`src/common/fcs_regs.vh`:
```
// register map, field layout, reset values and mode codes of the clock source block
// Behaviour
// - bus clock is half the source output
// - output divider divides by 1,2,4,8
// - three-bit reference divider for loop reference
// - nine-bit trim value for internal reference
// - debug clock is oscillator output halved
// - reset enters loop-engaged internal mode
// - engaged internal: loop output, internal reference
// - engaged external: loop output, external reference
// - bypassed internal: internal reference out, loop on
// - bypassed internal low power: loop off, no debug
// - bypassed external: external reference out, loop on
// - bypassed external low power: loop off, no debug
// - stop: no clocks, references per configuration
// - external reference up to 5 MHz
// - drive external oscillator control outputs
// - source select 00 loop, 01 internal, 10 external
// - output divider resets to divide by two
// - reference divider resets to one, up to 128
// - low power bit disables loop in bypass unless debug active
`ifndef FCS_REGS_VH
`define FCS_REGS_VH

// ***************
// register offsets
// ***************
`define FCS_ADDR_CTRL_ONE 2'h0
`define FCS_ADDR_CTRL_TWO 2'h1
`define FCS_ADDR_TRIM 2'h2
`define FCS_ADDR_STATUS 2'h3

// ***************
// reset values
// ***************
`define FCS_CTRL_ONE_RESET 8'h04
`define FCS_CTRL_TWO_RESET 8'h40
`define FCS_TRIM_RESET 8'h80
`define FCS_FINE_TRIM_RESET 1'h0

// ***************
// control one fields
// ***************
`define FCS_SRC_HI 7
`define FCS_SRC_LO 6
`define FCS_REFDIV_HI 5
`define FCS_REFDIV_LO 3
`define FCS_INT_SEL_BIT 2
`define FCS_INT_EN_BIT 1
`define FCS_INT_STOP_BIT 0

// ***************
// control two fields
// ***************
`define FCS_ODIV_HI 7
`define FCS_ODIV_LO 6
`define FCS_RANGE_BIT 5
`define FCS_GAIN_BIT 4
`define FCS_LOWPWR_BIT 3
`define FCS_EXT_TYPE_BIT 2
`define FCS_EXT_EN_BIT 1
`define FCS_EXT_STOP_BIT 0

// ***************
// source select codes
// ***************
`define FCS_SRC_LOOP 2'h0
`define FCS_SRC_INTERNAL 2'h1
`define FCS_SRC_EXTERNAL 2'h2

// ***************
// operating mode codes
// ***************
`define FCS_MODE_ENG_INT 3'h0
`define FCS_MODE_ENG_EXT 3'h1
`define FCS_MODE_BYP_INT 3'h2
`define FCS_MODE_BYP_INT_LOWPWR 3'h3
`define FCS_MODE_BYP_EXT 3'h4
`define FCS_MODE_BYP_EXT_LOWPWR 3'h5
`define FCS_MODE_STOP 3'h6

// ***************
// timing figures
// ***************
`define FCS_EXT_REF_MAX_KHZ 5000
`define FCS_SYS_CLOCK_KHZ 10000

`endif

```
`src/design/fcs_tick_divider.v`:
```
// power-of-two divider of a tick stream, output registered
`timescale 1ns/10ps
module fcs_tick_divider #(
	parameter SEL_WIDTH = 3,
	parameter CNT_WIDTH = 7
) (
	// clock and reset
	input wire clock,
	input wire resetSync_n,
	// control
	input wire enable,
	input wire [SEL_WIDTH-1:0] divSelect,
	// ticks
	input wire tickIn,
	output reg tickOut
);
	reg [CNT_WIDTH-1:0] count_reg;
	wire [CNT_WIDTH:0] oneWide;
	wire [CNT_WIDTH-1:0] countOne;
	wire [CNT_WIDTH-1:0] lastCount;

	// no zero-width replication, so one-bit counters elaborate
	assign oneWide = {{CNT_WIDTH{1'b0}}, 1'b1};
	assign countOne = oneWide[CNT_WIDTH-1:0];
	// ratio is 2 to the power of the select
	assign lastCount = (countOne << divSelect) - countOne;

	always @(posedge clock or negedge resetSync_n) begin
		if (!resetSync_n) begin
			count_reg <= {CNT_WIDTH{1'b0}};
			tickOut <= 1'b0;
		end else if (!enable) begin
			// disabled divider restarts its phase cleanly
			count_reg <= {CNT_WIDTH{1'b0}};
			tickOut <= 1'b0;
		end else if (tickIn) begin
			if (count_reg >= lastCount) begin
				count_reg <= {CNT_WIDTH{1'b0}};
				tickOut <= 1'b1;
			end else begin
				count_reg <= count_reg + countOne;
				tickOut <= 1'b0;
			end
		end else begin
			tickOut <= 1'b0;
		end
	end
endmodule

```
`src/design/fcs_clock_source.v`:
```
// clock source selection, dividers, mode sequencing and register file
//
// Implementation choices: the plain strobed port and the placing of the registers.
`timescale 1ns/10ps
`include "fcs_regs.vh"
module fcs_clock_source (
	// clock and reset
	input wire clock,
	input wire reset_n,
	// register port
	input wire [1:0] address,
	input wire [7:0] writeData,
	input wire writeStrobe,
	input wire readStrobe,
	output reg [7:0] readData,
	// source ticks, one cycle each
	input wire controlledOscTick,
	input wire internalRefTick,
	input wire externalRefTick,
	// system state
	input wire stopRequest,
	input wire backgroundDebugActive,
	// clock outputs as enables
	output reg clockSourceOutTick,
	output reg busClockTick,
	output reg debugClockTick,
	output reg loopRefTick,
	// loop control
	output reg loopEnable,
	output reg loopRefInternal,
	output reg [8:0] trimValue,
	output reg [2:0] operatingMode,
	// reference enables
	output reg internalRefEnable,
	output reg externalRefEnable,
	// external oscillator controls
	output reg oscillatorGainSelect,
	output reg frequencyRangeSelect,
	output reg externalRefTypeSelect,
	output reg externalRefEnableOsc,
	output reg externalRefStopEnable
);
	// ***************
	// reset release
	// ***************
	reg rstMeta_reg;
	reg rstSync_reg;
	always @(posedge clock or negedge reset_n) begin
		if (!reset_n) begin
			rstMeta_reg <= 1'b0;
			rstSync_reg <= 1'b0;
		end else begin
			rstMeta_reg <= 1'b1;
			rstSync_reg <= rstMeta_reg;
		end
	end

	// ***************
	// registers
	// ***************
	reg [7:0] ctrlOne_reg;
	reg [7:0] ctrlTwo_reg;
	reg [7:0] trim_reg;
	reg fineTrim_reg;
	reg [2:0] lastRunMode_reg;
	reg [2:0] mode_next;
	wire [1:0] clockSourceSelect;
	wire [2:0] referenceDividerSelect;
	wire [1:0] outputDividerSelect;
	wire intRefSelect;
	wire bypassLoopDisable;
	wire stopMode;
	wire loopOn;
	wire debugAvailable;

	always @(posedge clock or negedge rstSync_reg) begin
		if (!rstSync_reg) begin
			ctrlOne_reg <= `FCS_CTRL_ONE_RESET;
			ctrlTwo_reg <= `FCS_CTRL_TWO_RESET;
			trim_reg <= `FCS_TRIM_RESET;
			fineTrim_reg <= `FCS_FINE_TRIM_RESET;
		end else if (writeStrobe) begin
			case (address)
				`FCS_ADDR_CTRL_ONE: begin
					ctrlOne_reg <= writeData;
				end
				`FCS_ADDR_CTRL_TWO: begin
					ctrlTwo_reg <= writeData;
				end
				`FCS_ADDR_TRIM: begin
					trim_reg <= writeData;
				end
				default: begin
					fineTrim_reg <= writeData[0];
				end
			endcase
		end
	end

	// read data valid in the cycle after the strobe only
	always @(posedge clock or negedge rstSync_reg) begin
		if (!rstSync_reg) begin
			readData <= 8'h00;
		end else if (readStrobe) begin
			case (address)
				`FCS_ADDR_CTRL_ONE: begin
					readData <= ctrlOne_reg;
				end
				`FCS_ADDR_CTRL_TWO: begin
					readData <= ctrlTwo_reg;
				end
				`FCS_ADDR_TRIM: begin
					readData <= trim_reg;
				end
				default: begin
					readData <= {4'h0, operatingMode, fineTrim_reg};
				end
			endcase
		end else begin
			readData <= 8'h00;
		end
	end

	assign clockSourceSelect = ctrlOne_reg[`FCS_SRC_HI:`FCS_SRC_LO];
	assign referenceDividerSelect = ctrlOne_reg[`FCS_REFDIV_HI:`FCS_REFDIV_LO];
	assign intRefSelect = ctrlOne_reg[`FCS_INT_SEL_BIT];
	assign outputDividerSelect = ctrlTwo_reg[`FCS_ODIV_HI:`FCS_ODIV_LO];
	assign bypassLoopDisable = ctrlTwo_reg[`FCS_LOWPWR_BIT];

	// ***************
	// mode decode
	// ***************
	// mode from selects, low power and stop
	always @* begin
		mode_next = `FCS_MODE_ENG_INT;
		if (stopRequest) begin
			mode_next = `FCS_MODE_STOP;
		end else begin
			case (clockSourceSelect)
				// low power ignored while debug active
				`FCS_SRC_INTERNAL: begin
					if (bypassLoopDisable && !backgroundDebugActive) begin
						mode_next = `FCS_MODE_BYP_INT_LOWPWR;
					end else begin
						mode_next = `FCS_MODE_BYP_INT;
					end
				end
				`FCS_SRC_EXTERNAL: begin
					if (bypassLoopDisable && !backgroundDebugActive) begin
						mode_next = `FCS_MODE_BYP_EXT_LOWPWR;
					end else begin
						mode_next = `FCS_MODE_BYP_EXT;
					end
				end
				// reserved code behaves as loop select
				default: begin
					if (intRefSelect) begin
						mode_next = `FCS_MODE_ENG_INT;
					end else begin
						mode_next = `FCS_MODE_ENG_EXT;
					end
				end
			endcase
		end
	end

	// low power and stop modes stop the loop
	assign stopMode = (mode_next == `FCS_MODE_STOP);
	assign loopOn = !stopMode && (mode_next != `FCS_MODE_BYP_INT_LOWPWR) &&
		(mode_next != `FCS_MODE_BYP_EXT_LOWPWR);
	// debug clock only while loop runs
	assign debugAvailable = loopOn;

	// ***************
	// reference enables in run and stop
	// ***************
	wire lastInternal;
	wire lastExternal;
	wire intRefEnable_next;
	wire extRefEnable_next;
	assign lastInternal = (lastRunMode_reg == `FCS_MODE_ENG_INT) ||
		(lastRunMode_reg == `FCS_MODE_BYP_INT) || (lastRunMode_reg == `FCS_MODE_BYP_INT_LOWPWR);
	assign lastExternal = (lastRunMode_reg == `FCS_MODE_ENG_EXT) ||
		(lastRunMode_reg == `FCS_MODE_BYP_EXT) || (lastRunMode_reg == `FCS_MODE_BYP_EXT_LOWPWR);
	// stop keeps each reference per its stop enable
	// stop enable kept by software; honoured anyway
	assign intRefEnable_next = stopMode ?
		(ctrlOne_reg[`FCS_INT_STOP_BIT] && (ctrlOne_reg[`FCS_INT_EN_BIT] || lastInternal)) :
		(ctrlOne_reg[`FCS_INT_EN_BIT] || (intRefSelect && loopOn) ||
		(clockSourceSelect == `FCS_SRC_INTERNAL));
	assign extRefEnable_next = stopMode ?
		(ctrlTwo_reg[`FCS_EXT_STOP_BIT] && (ctrlTwo_reg[`FCS_EXT_EN_BIT] || lastExternal)) :
		(ctrlTwo_reg[`FCS_EXT_EN_BIT] || (!intRefSelect && loopOn) ||
		(clockSourceSelect == `FCS_SRC_EXTERNAL));

	// ***************
	// clock selection
	// ***************
	reg selectedTick;
	wire outDivTick;
	wire refDivTick;
	wire busDivTick;
	wire debugDivTick;

	always @* begin
		case (clockSourceSelect)
			`FCS_SRC_INTERNAL: begin
				selectedTick = internalRefTick;
			end
			`FCS_SRC_EXTERNAL: begin
				selectedTick = externalRefTick;
			end
			// engaged modes use the loop output
			default: begin
				selectedTick = controlledOscTick;
			end
		endcase
	end

	// output divider 1, 2, 4 or 8
	fcs_tick_divider #(.SEL_WIDTH(2), .CNT_WIDTH(3)) outputDivider (
		.clock(clock),
		.resetSync_n(rstSync_reg),
		.enable(!stopMode),
		.divSelect(outputDividerSelect),
		.tickIn(selectedTick),
		.tickOut(outDivTick)
	);

	// bus runs at half the source output
	fcs_tick_divider #(.SEL_WIDTH(1), .CNT_WIDTH(1)) busDivider (
		.clock(clock),
		.resetSync_n(rstSync_reg),
		.enable(!stopMode),
		.divSelect(1'b1),
		.tickIn(outDivTick),
		.tickOut(busDivTick)
	);

	// reference from internal or external source
	// reference divided by 1 up to 128
	fcs_tick_divider #(.SEL_WIDTH(3), .CNT_WIDTH(7)) referenceDivider (
		.clock(clock),
		.resetSync_n(rstSync_reg),
		.enable(loopOn),
		.divSelect(referenceDividerSelect),
		.tickIn(intRefSelect ? internalRefTick : externalRefTick),
		.tickOut(refDivTick)
	);

	fcs_tick_divider #(.SEL_WIDTH(1), .CNT_WIDTH(1)) debugDivider (
		.clock(clock),
		.resetSync_n(rstSync_reg),
		.enable(debugAvailable),
		.divSelect(1'b1),
		.tickIn(controlledOscTick),
		.tickOut(debugDivTick)
	);

	// ***************
	// output flops
	// ***************
	always @(posedge clock or negedge rstSync_reg) begin
		if (!rstSync_reg) begin
			clockSourceOutTick <= 1'b0;
			busClockTick <= 1'b0;
			debugClockTick <= 1'b0;
			loopRefTick <= 1'b0;
			loopEnable <= 1'b1;
			loopRefInternal <= 1'b1;
			trimValue <= {`FCS_TRIM_RESET, `FCS_FINE_TRIM_RESET};
			operatingMode <= `FCS_MODE_ENG_INT;
			lastRunMode_reg <= `FCS_MODE_ENG_INT;
			internalRefEnable <= 1'b1;
			externalRefEnable <= 1'b0;
			oscillatorGainSelect <= 1'b0;
			frequencyRangeSelect <= 1'b0;
			externalRefTypeSelect <= 1'b0;
			externalRefEnableOsc <= 1'b0;
			externalRefStopEnable <= 1'b0;
		end else begin
			// no MCU or debug clock in stop
			clockSourceOutTick <= outDivTick && !stopMode;
			busClockTick <= busDivTick && !stopMode;
			debugClockTick <= debugDivTick && debugAvailable;
			loopRefTick <= refDivTick && loopOn;
			loopEnable <= loopOn;
			loopRefInternal <= intRefSelect;
			// nine trim bits, fine bit lowest
			trimValue <= {trim_reg, fineTrim_reg};
			operatingMode <= mode_next;
			if (!stopMode) begin
				lastRunMode_reg <= mode_next;
			end
			// regulator in stop is software's duty
			internalRefEnable <= intRefEnable_next;
			externalRefEnable <= extRefEnable_next;
			oscillatorGainSelect <= ctrlTwo_reg[`FCS_GAIN_BIT];
			frequencyRangeSelect <= ctrlTwo_reg[`FCS_RANGE_BIT];
			externalRefTypeSelect <= ctrlTwo_reg[`FCS_EXT_TYPE_BIT];
			externalRefEnableOsc <= ctrlTwo_reg[`FCS_EXT_EN_BIT];
			externalRefStopEnable <= ctrlTwo_reg[`FCS_EXT_STOP_BIT];
		end
	end
endmodule

```
`config.mk`:
```
export PLATFORM = sky130hd
export DESIGN_NAME = fcs_clock_source
export DESIGN_NICKNAME = d
export VERILOG_FILES = /design/src/design/fcs_tick_divider.v /design/src/design/fcs_clock_source.v
export VERILOG_INCLUDE_DIRS = /design/src /design/src/common
export SDC_FILE = /design/constraint.sdc
export NUM_CORES = 1
export LEC_CHECK = 0
export ABC_AREA = 1
export BUFFER_PORTS_ARGS = -buffer_cell sky130_fd_sc_hd__buf_2
export CAP_MARGIN = 10
export CORE_MARGIN = 2
export CORE_UTILIZATION = 51
export DETAILED_ROUTE_END_ITERATION = 10
export PLACE_DENSITY = 0.72
export SYNTH_ARGS = -nofsm -noshare
export SYNTH_HDL_FRONTEND = slang
export SYNTH_HIERARCHICAL = 1
export SYNTH_SLANG_ARGS = --single-unit
```
`constraint.sdc`:
```
create_clock -name clock -period 2.9 [get_ports clock]
set_input_delay 0.58 -clock clock [delete_from_list [all_inputs] [get_ports clock]]
set_output_delay 0.58 -clock clock [all_outputs]
set_load 0.01 [all_outputs]
```
* After elaboration in Yosys (flattened, before gate mapping)
Cells that the tools add are included.
Storage, ports and cells: flip-flop bits (word level) 79, word-level logic and storage cells 126, output and inout bits 33
Operators by class: $add $sub $neg 6, equal/unequal tests 14, mux-type cells 35, bitwise gates (word level) 1, $lt $le $gt $ge 4, reductions and logical operators 33, shifts and indexed selects 2
Operators with widths (count):
- 1-bit two-way mux | 24
- 8-bit case mux with 3 select lines | 1
- 7-bit two-way mux | 3
- 3-bit two-way mux | 4
- 1-bit logical AND | 11
- 1-bit logical OR | 10
- 3-bit == test (second input constant) | 3
- 8-bit two-way mux | 1
- 2-bit AND reduction | 4
- 7-bit by 1-bit adder with 7-bit output (second input constant) | 1
- 7-bit >= comparator | 1
- 1-bit by 3-bit << shifter with 7-bit output (first input constant) | 1
- 7-bit by 1-bit subtractor with 7-bit output (second input constant) | 1
- 3-bit by 2-bit == test with 1-bit output (second input constant) | 2
- 3-bit case mux with 2 select lines | 1
- 2-bit by 1-bit == test with 1-bit output (second input constant) | 2
- 2-bit == test (second input constant) | 2
- 2-bit nonzero test | 2
- 3-bit by 1-bit adder with 3-bit output (second input constant) | 1
- 3-bit by 1-bit == test with 1-bit output (second input constant) | 1
- 3-bit >= comparator | 1
- 1-bit zero test | 3
- 3-bit zero test | 1
- 3-bit by 2-bit != test with 1-bit output (second input constant) | 1
- 11 further kinds | 13

* Logic depth before layout (Yosys ltp)
word-level depth 13, gate-level depth with buffers 17

* Cells and area by module
The synthesis kept the hierarchy.
Modules (own cells, without submodules):
- fcs_clock_source | area each 2538.7 µm², sequential area each 1585.3 µm², cells each 256, times used 1
- fcs_tick_divider at referenceDivider | area each 621.8 µm², sequential area each 200.2 µm², cells each 85, times used 1
- fcs_tick_divider at outputDivider | area each 281.5 µm², sequential area each 100.1 µm², cells each 35, times used 1
- fcs_tick_divider at busDivider ... | area each 86.3 µm², sequential area each 50.0 µm², cells each 11, times used 2

* Least setup slack after synthesis
No wires, ideal clock.
path type register -> register, start point register ctrlOne_reg[6], end point register referenceDivider.count_reg[6], cell stages (with the launch flop) 15, required time 2772 ps, arrival 1867 ps, library setup time 128 ps, period minus slack after synthesis 1995 ps, slack 905 ps, cell sequence dfrtp_1 > inv_1 > ha_1 > a21oi_1 > nand2_1 > nand2_2 > nand2_1 > inv_1 > inv_2 > nor2_4 > nor2_1 > nand2_1 > nand2_1 > nand2_1 > a21oi_1
Between the ends: cells in the longest elaborated chain, start to end 8, elaborated cells between the ends (all ways) 12, those cells by class eq/ne: 6; mux: 3; reduce/logical: 3
RTL lines:
- start: declaration | line fcs_clock_source.v:61 | reg [7:0] ctrlOne_reg;
- start signal: assignment | line fcs_clock_source.v:78 | ctrlOne_reg <= `FCS_CTRL_ONE_RESET;
- start signal: assignment | line fcs_clock_source.v:85 | ctrlOne_reg <= writeData;
- 2-bit == test / 2-bit by 1-bit == test with 1-bit output (equally long branches) | line fcs_clock_source.v:139 | case (clockSourceSelect)
- 3-bit case mux with 2 select lines * | line fcs_clock_source.v:139
- 3-bit two-way mux * | line fcs_clock_source.v:136 | if (stopRequest) begin
- 3-bit == test (no source line)
- 1-bit zero test
- 1-bit logical AND | line fcs_clock_source.v:169 | assign loopOn = !stopMode && (mode_next != `FCS_MODE_BYP_INT_LOWPWR) &&
- 1-bit logical AND * | line fcs_clock_source.v:169
- net debugAvailable | line fcs_clock_source.v:74 | wire debugAvailable;
- 2-bit by 1-bit != test with 1-bit output (no source line) / 7-bit two-way mux (equally long branches)
- end signal: assignment | line fcs_tick_divider.v:34 | count_reg <= {CNT_WIDTH{1'b0}};
- end signal: assignment | line fcs_tick_divider.v:38 | count_reg <= {CNT_WIDTH{1'b0}};
- end signal: assignment | line fcs_tick_divider.v:41 | count_reg <= count_reg + countOne;
- end: declaration | line fcs_tick_divider.v:17 | reg [CNT_WIDTH-1:0] count_reg;
The timed path passes the listed nets; every way through them passes the cells marked *. A chain may end at the register's enable or synchronous reset.

* Worst setup path after layout
Same ends and word-level chain as after synthesis.

==> impl_metrics.json <==
{
  "design_area_sq_mm": 0.00416,
  "cap_violations": 0,
  "yosys_warnings": 6,
  "clkSinkCount": 79,
  "ys_async_sr_fraction": 1.00,
  "antenna_cells": 0,
  "first_pass_iters": 4,
  "path_cells": "inv_1, ha_1, a21oi_1, nand2_1, nand2_2, nand2_1, inv_1, inv_2, nor2_4, nor2_1, nand3_1, nand2_1, a21oi_1",
  "cts_made_buffers": 9,
  "ys_seq_area_frac": 0.549,
  "hold_path_class": "reg2reg",
  "whs_ns": 0.356,
  "cp_common_cell": "nand2_1",
  "antenna_found_initial": 0,
  "register_area_sq_mm": 0.00199,
  "core_area_sq_mm": 0.00683,
  "cp_top_family": "simple AND/OR/NAND/NOR gates",
  "synth.top_cells.by_area": "dfrtp_1 50%, nand2_1 12%, inv_1 6.7%",
  "r2r_start": "ctrlOne_reg[6]$_DFFE_PN0P_",
  "crit_type": "reg2reg",
  "end_kind": "flip-flop",
  "gp_congestion": 0.869,
  "synth_edf_count": 0,
  "clock_path_buffers": 2,
  "largest_reg_flops": 9,
  "worstPathArrival_ns": 2.59,
  "wl_mm": 6.89,
  "cts.reportedPaths.clkPinSlew_ns": 0.07,
  "die-area_sq_mm": 0.00778,
  "crit_required_ns": 3.17,
  "remaining_drc_errors": 0,
  "cpPeakStageDelay_ns": 0.40,
  "multi_input_area_sq_mm": 0.00136,
  "peakVddDrop_uv": 385,
  "hpwl_mm": 4.95,
  "port_buffers": 51,
  "gr-usage-all-layers": 0.198,
  "grt_max_degree": 78,
  "synth.avg_cell_area_sq_um": 9.08,
  "wl_met3_um": 263,
  "first_iter_violations": 149,
  "critPathBufInv": 3,
  "rows": 30,
  "area_growth_pct": 15.2,
  "finalHoldViolations": 0,
  "synth-seq-cells": 79,
  "slowest_stage": "dfrtp_1",
  "fin_nets": 495,
  "top_layer_used": "met4",
  "ant_nets": 0,
  "viasPerCell": 4.78,
  "finalSetupViolCount": 0,
  "min_period_ns": 2.32,
  "die_y_um": 88.2,
  "place_area_sq_mm": 0.00398,
  "stdcell_count": 562,
  "grt_pass1_vias": 2577,
  "grt_pass1_wl_mm": 11.8,
  "finalCritPeriodShare": 0.800,
  "start_util": 0.529,
  "dr_wl_met2_mm": 3.28,
  "worstSkewPairLatency_ns": 0.36,
  "p_leak_nw": 2.29,
  "p_per_area_mw_per_mm2": 709,
  "dieWidth_um": 88.2,
  "fillCellCount": 617,
  "ios": 52,
  "grt-ovfl-total": 0,
  "synthesis.instances": 398,
  "fin_setup_tns_ns": 0,
  "drive_above_1_share": 0.240,
  "fin_skew_ns": 0.0105,
  "worst_pin_slew_ns": 0.973,
  "cts_root_buffer": "clkbuf_8",
  "outcome": "finished, final reports clean",
  "hp-start": "rstMeta_reg$_DFF_PN0_",
  "startpoint": "ctrlOne_reg[6]$_DFFE_PN0P_",
  "ctsHtreeMaxLevel": 3,
  "fmax_mhz": 431,
  "placed_cells": 545,
  "relSlewSlack": 0.351,
  "maxSlewViolCount": 0,
  "synth_cell_types": 25,
  "m1WireLength_mm": 3.25,
  "synth_top_area_frac": 0.498,
  "routed-via-count": 2686,
  "synthFlopType": "dfrtp_1",
  "synth_area_leader_cell": "dfrtp_1",
  "cp-start-kind": "flip-flop",
  "cts_tree": "yes",
  "wl_per_cell_um": 12.3,
  "synth.cell_area_sq_mm": 0.00361,
  "post_cts_resized": 0,
  "rsz0062_at_grt": "no",
  "crit_path_max_fanout": 12,
  "top_register": "trimValue"
}
==> cell families after synthesis <==
| kind of cell | synth area share |
|---|---|
| other | 0.00104 |
| buffers and inverters | 0.0796 |
| adder cells (fa/ha/maj) | 0.0519 |
| XOR/XNOR | 0.00727 |
| AO/OA/AOI/OAI | 0.0952 |
| AND/OR/NAND/NOR | 0.216 |
| flip-flops | 0.549 |
==> layout make-up <==
class,instances,area share
Clock inverter,3,0.00451
Inverter,68,0.0613
Timing Repair Buffer,52,0.0637
Tap cell,96,0.0288
Clock buffer,13,0.0382
Multi-Input combinational cell,251,0.326
Sequential cell,79,0.478
==> layout by cell type (no fill, tap or decap), drive strengths merged <==
cell,Yosys,routed
a21oi,19,19
a31oi,1,1
buf,4,51
clkbuf,0,13
clkinv,0,3
conb,1,5
dfrtp,72,72
dfstp,7,7
dlygate4sd3,0,1
ha,15,15
inv,68,68
nand2,124,124
nand3,16,16
nand4,10,10
nor2,24,24
o21ai,32,32
o21bai,1,1
or2,1,1
xor2,3,3
==> synth_stat cells (2+ instances only) <==
| cell | instances |
|---|---|
| nand2_2 | 7 |
| xor2_1 | 3 |
| nand3_1 | 15 |
| buf_2 | 2 |
| nor2_1 | 19 |
| buf_6 | 2 |
| a21oi_2 | 3 |
| nand4_1 | 10 |
| ha_1 | 15 |
| a21oi_1 | 16 |
| inv_2 | 3 |
| dfstp_2 | 7 |
| o21ai_2 | 17 |
| dfrtp_1 | 72 |
| nor2_4 | 5 |
| nand2_4 | 2 |
| nand2_1 | 115 |
| o21ai_1 | 8 |
| o21ai_0 | 7 |
| inv_1 | 65 |
==> metal layers <==
layer,track usage,up-vias
met1,0.260,1262
met4,0.0799,0
met5,0,-
li1,-,1362
met3,0.0518,10
met2,0.314,52
==> what timing repair did <==
action	4_1_cts	5_1_grt
hold endpoints to repair	2	0
hold buffers	1	0
setup buffers	0	0
==> metrics by stage <==
stage,power (W),setup WS [ns],utilization
final,0.00295,0.580,0.610
after global routing,0.00317,0.237,0.610
after CTS,0.00298,0.577,0.610
after detailed placement,0.00224,0.584,0.582
after global placement,0.00220,0.731,0.582
after floorplan,0.00200,0.549,-
==> power by group <==
group	internal [W]	switching (W)	leakage (nW)	total [W]
sequential	0.00131	0.000154	0.992	0.00147
combinational	0.000289	0.000458	1.21	0.000747
clock	0.000357	0.000381	0.0934	0.000739
total	0.00196	0.000994	2.29	0.00295
==> path summary, 6_finish.rpt <==
kind                                                             end  slack, ns  depth (start not counted)
max                        referenceDivider/count_reg[6]$_DFFE_PN0P_       0.58                         13
min                                            rstSync_reg$_DFF_PN0_       0.36                          0
max reg2reg                referenceDivider/count_reg[6]$_DFFE_PN0P_       0.58                         13
min reg2reg                                    rstSync_reg$_DFF_PN0_       0.36                          0
max in group asynchronous  referenceDivider/count_reg[3]$_DFFE_PN0P_       1.77                          0
min in group asynchronous                    trim_reg[5]$_DFFE_PN0P_       0.47                          0
Power figures use the tool's default switching activity.
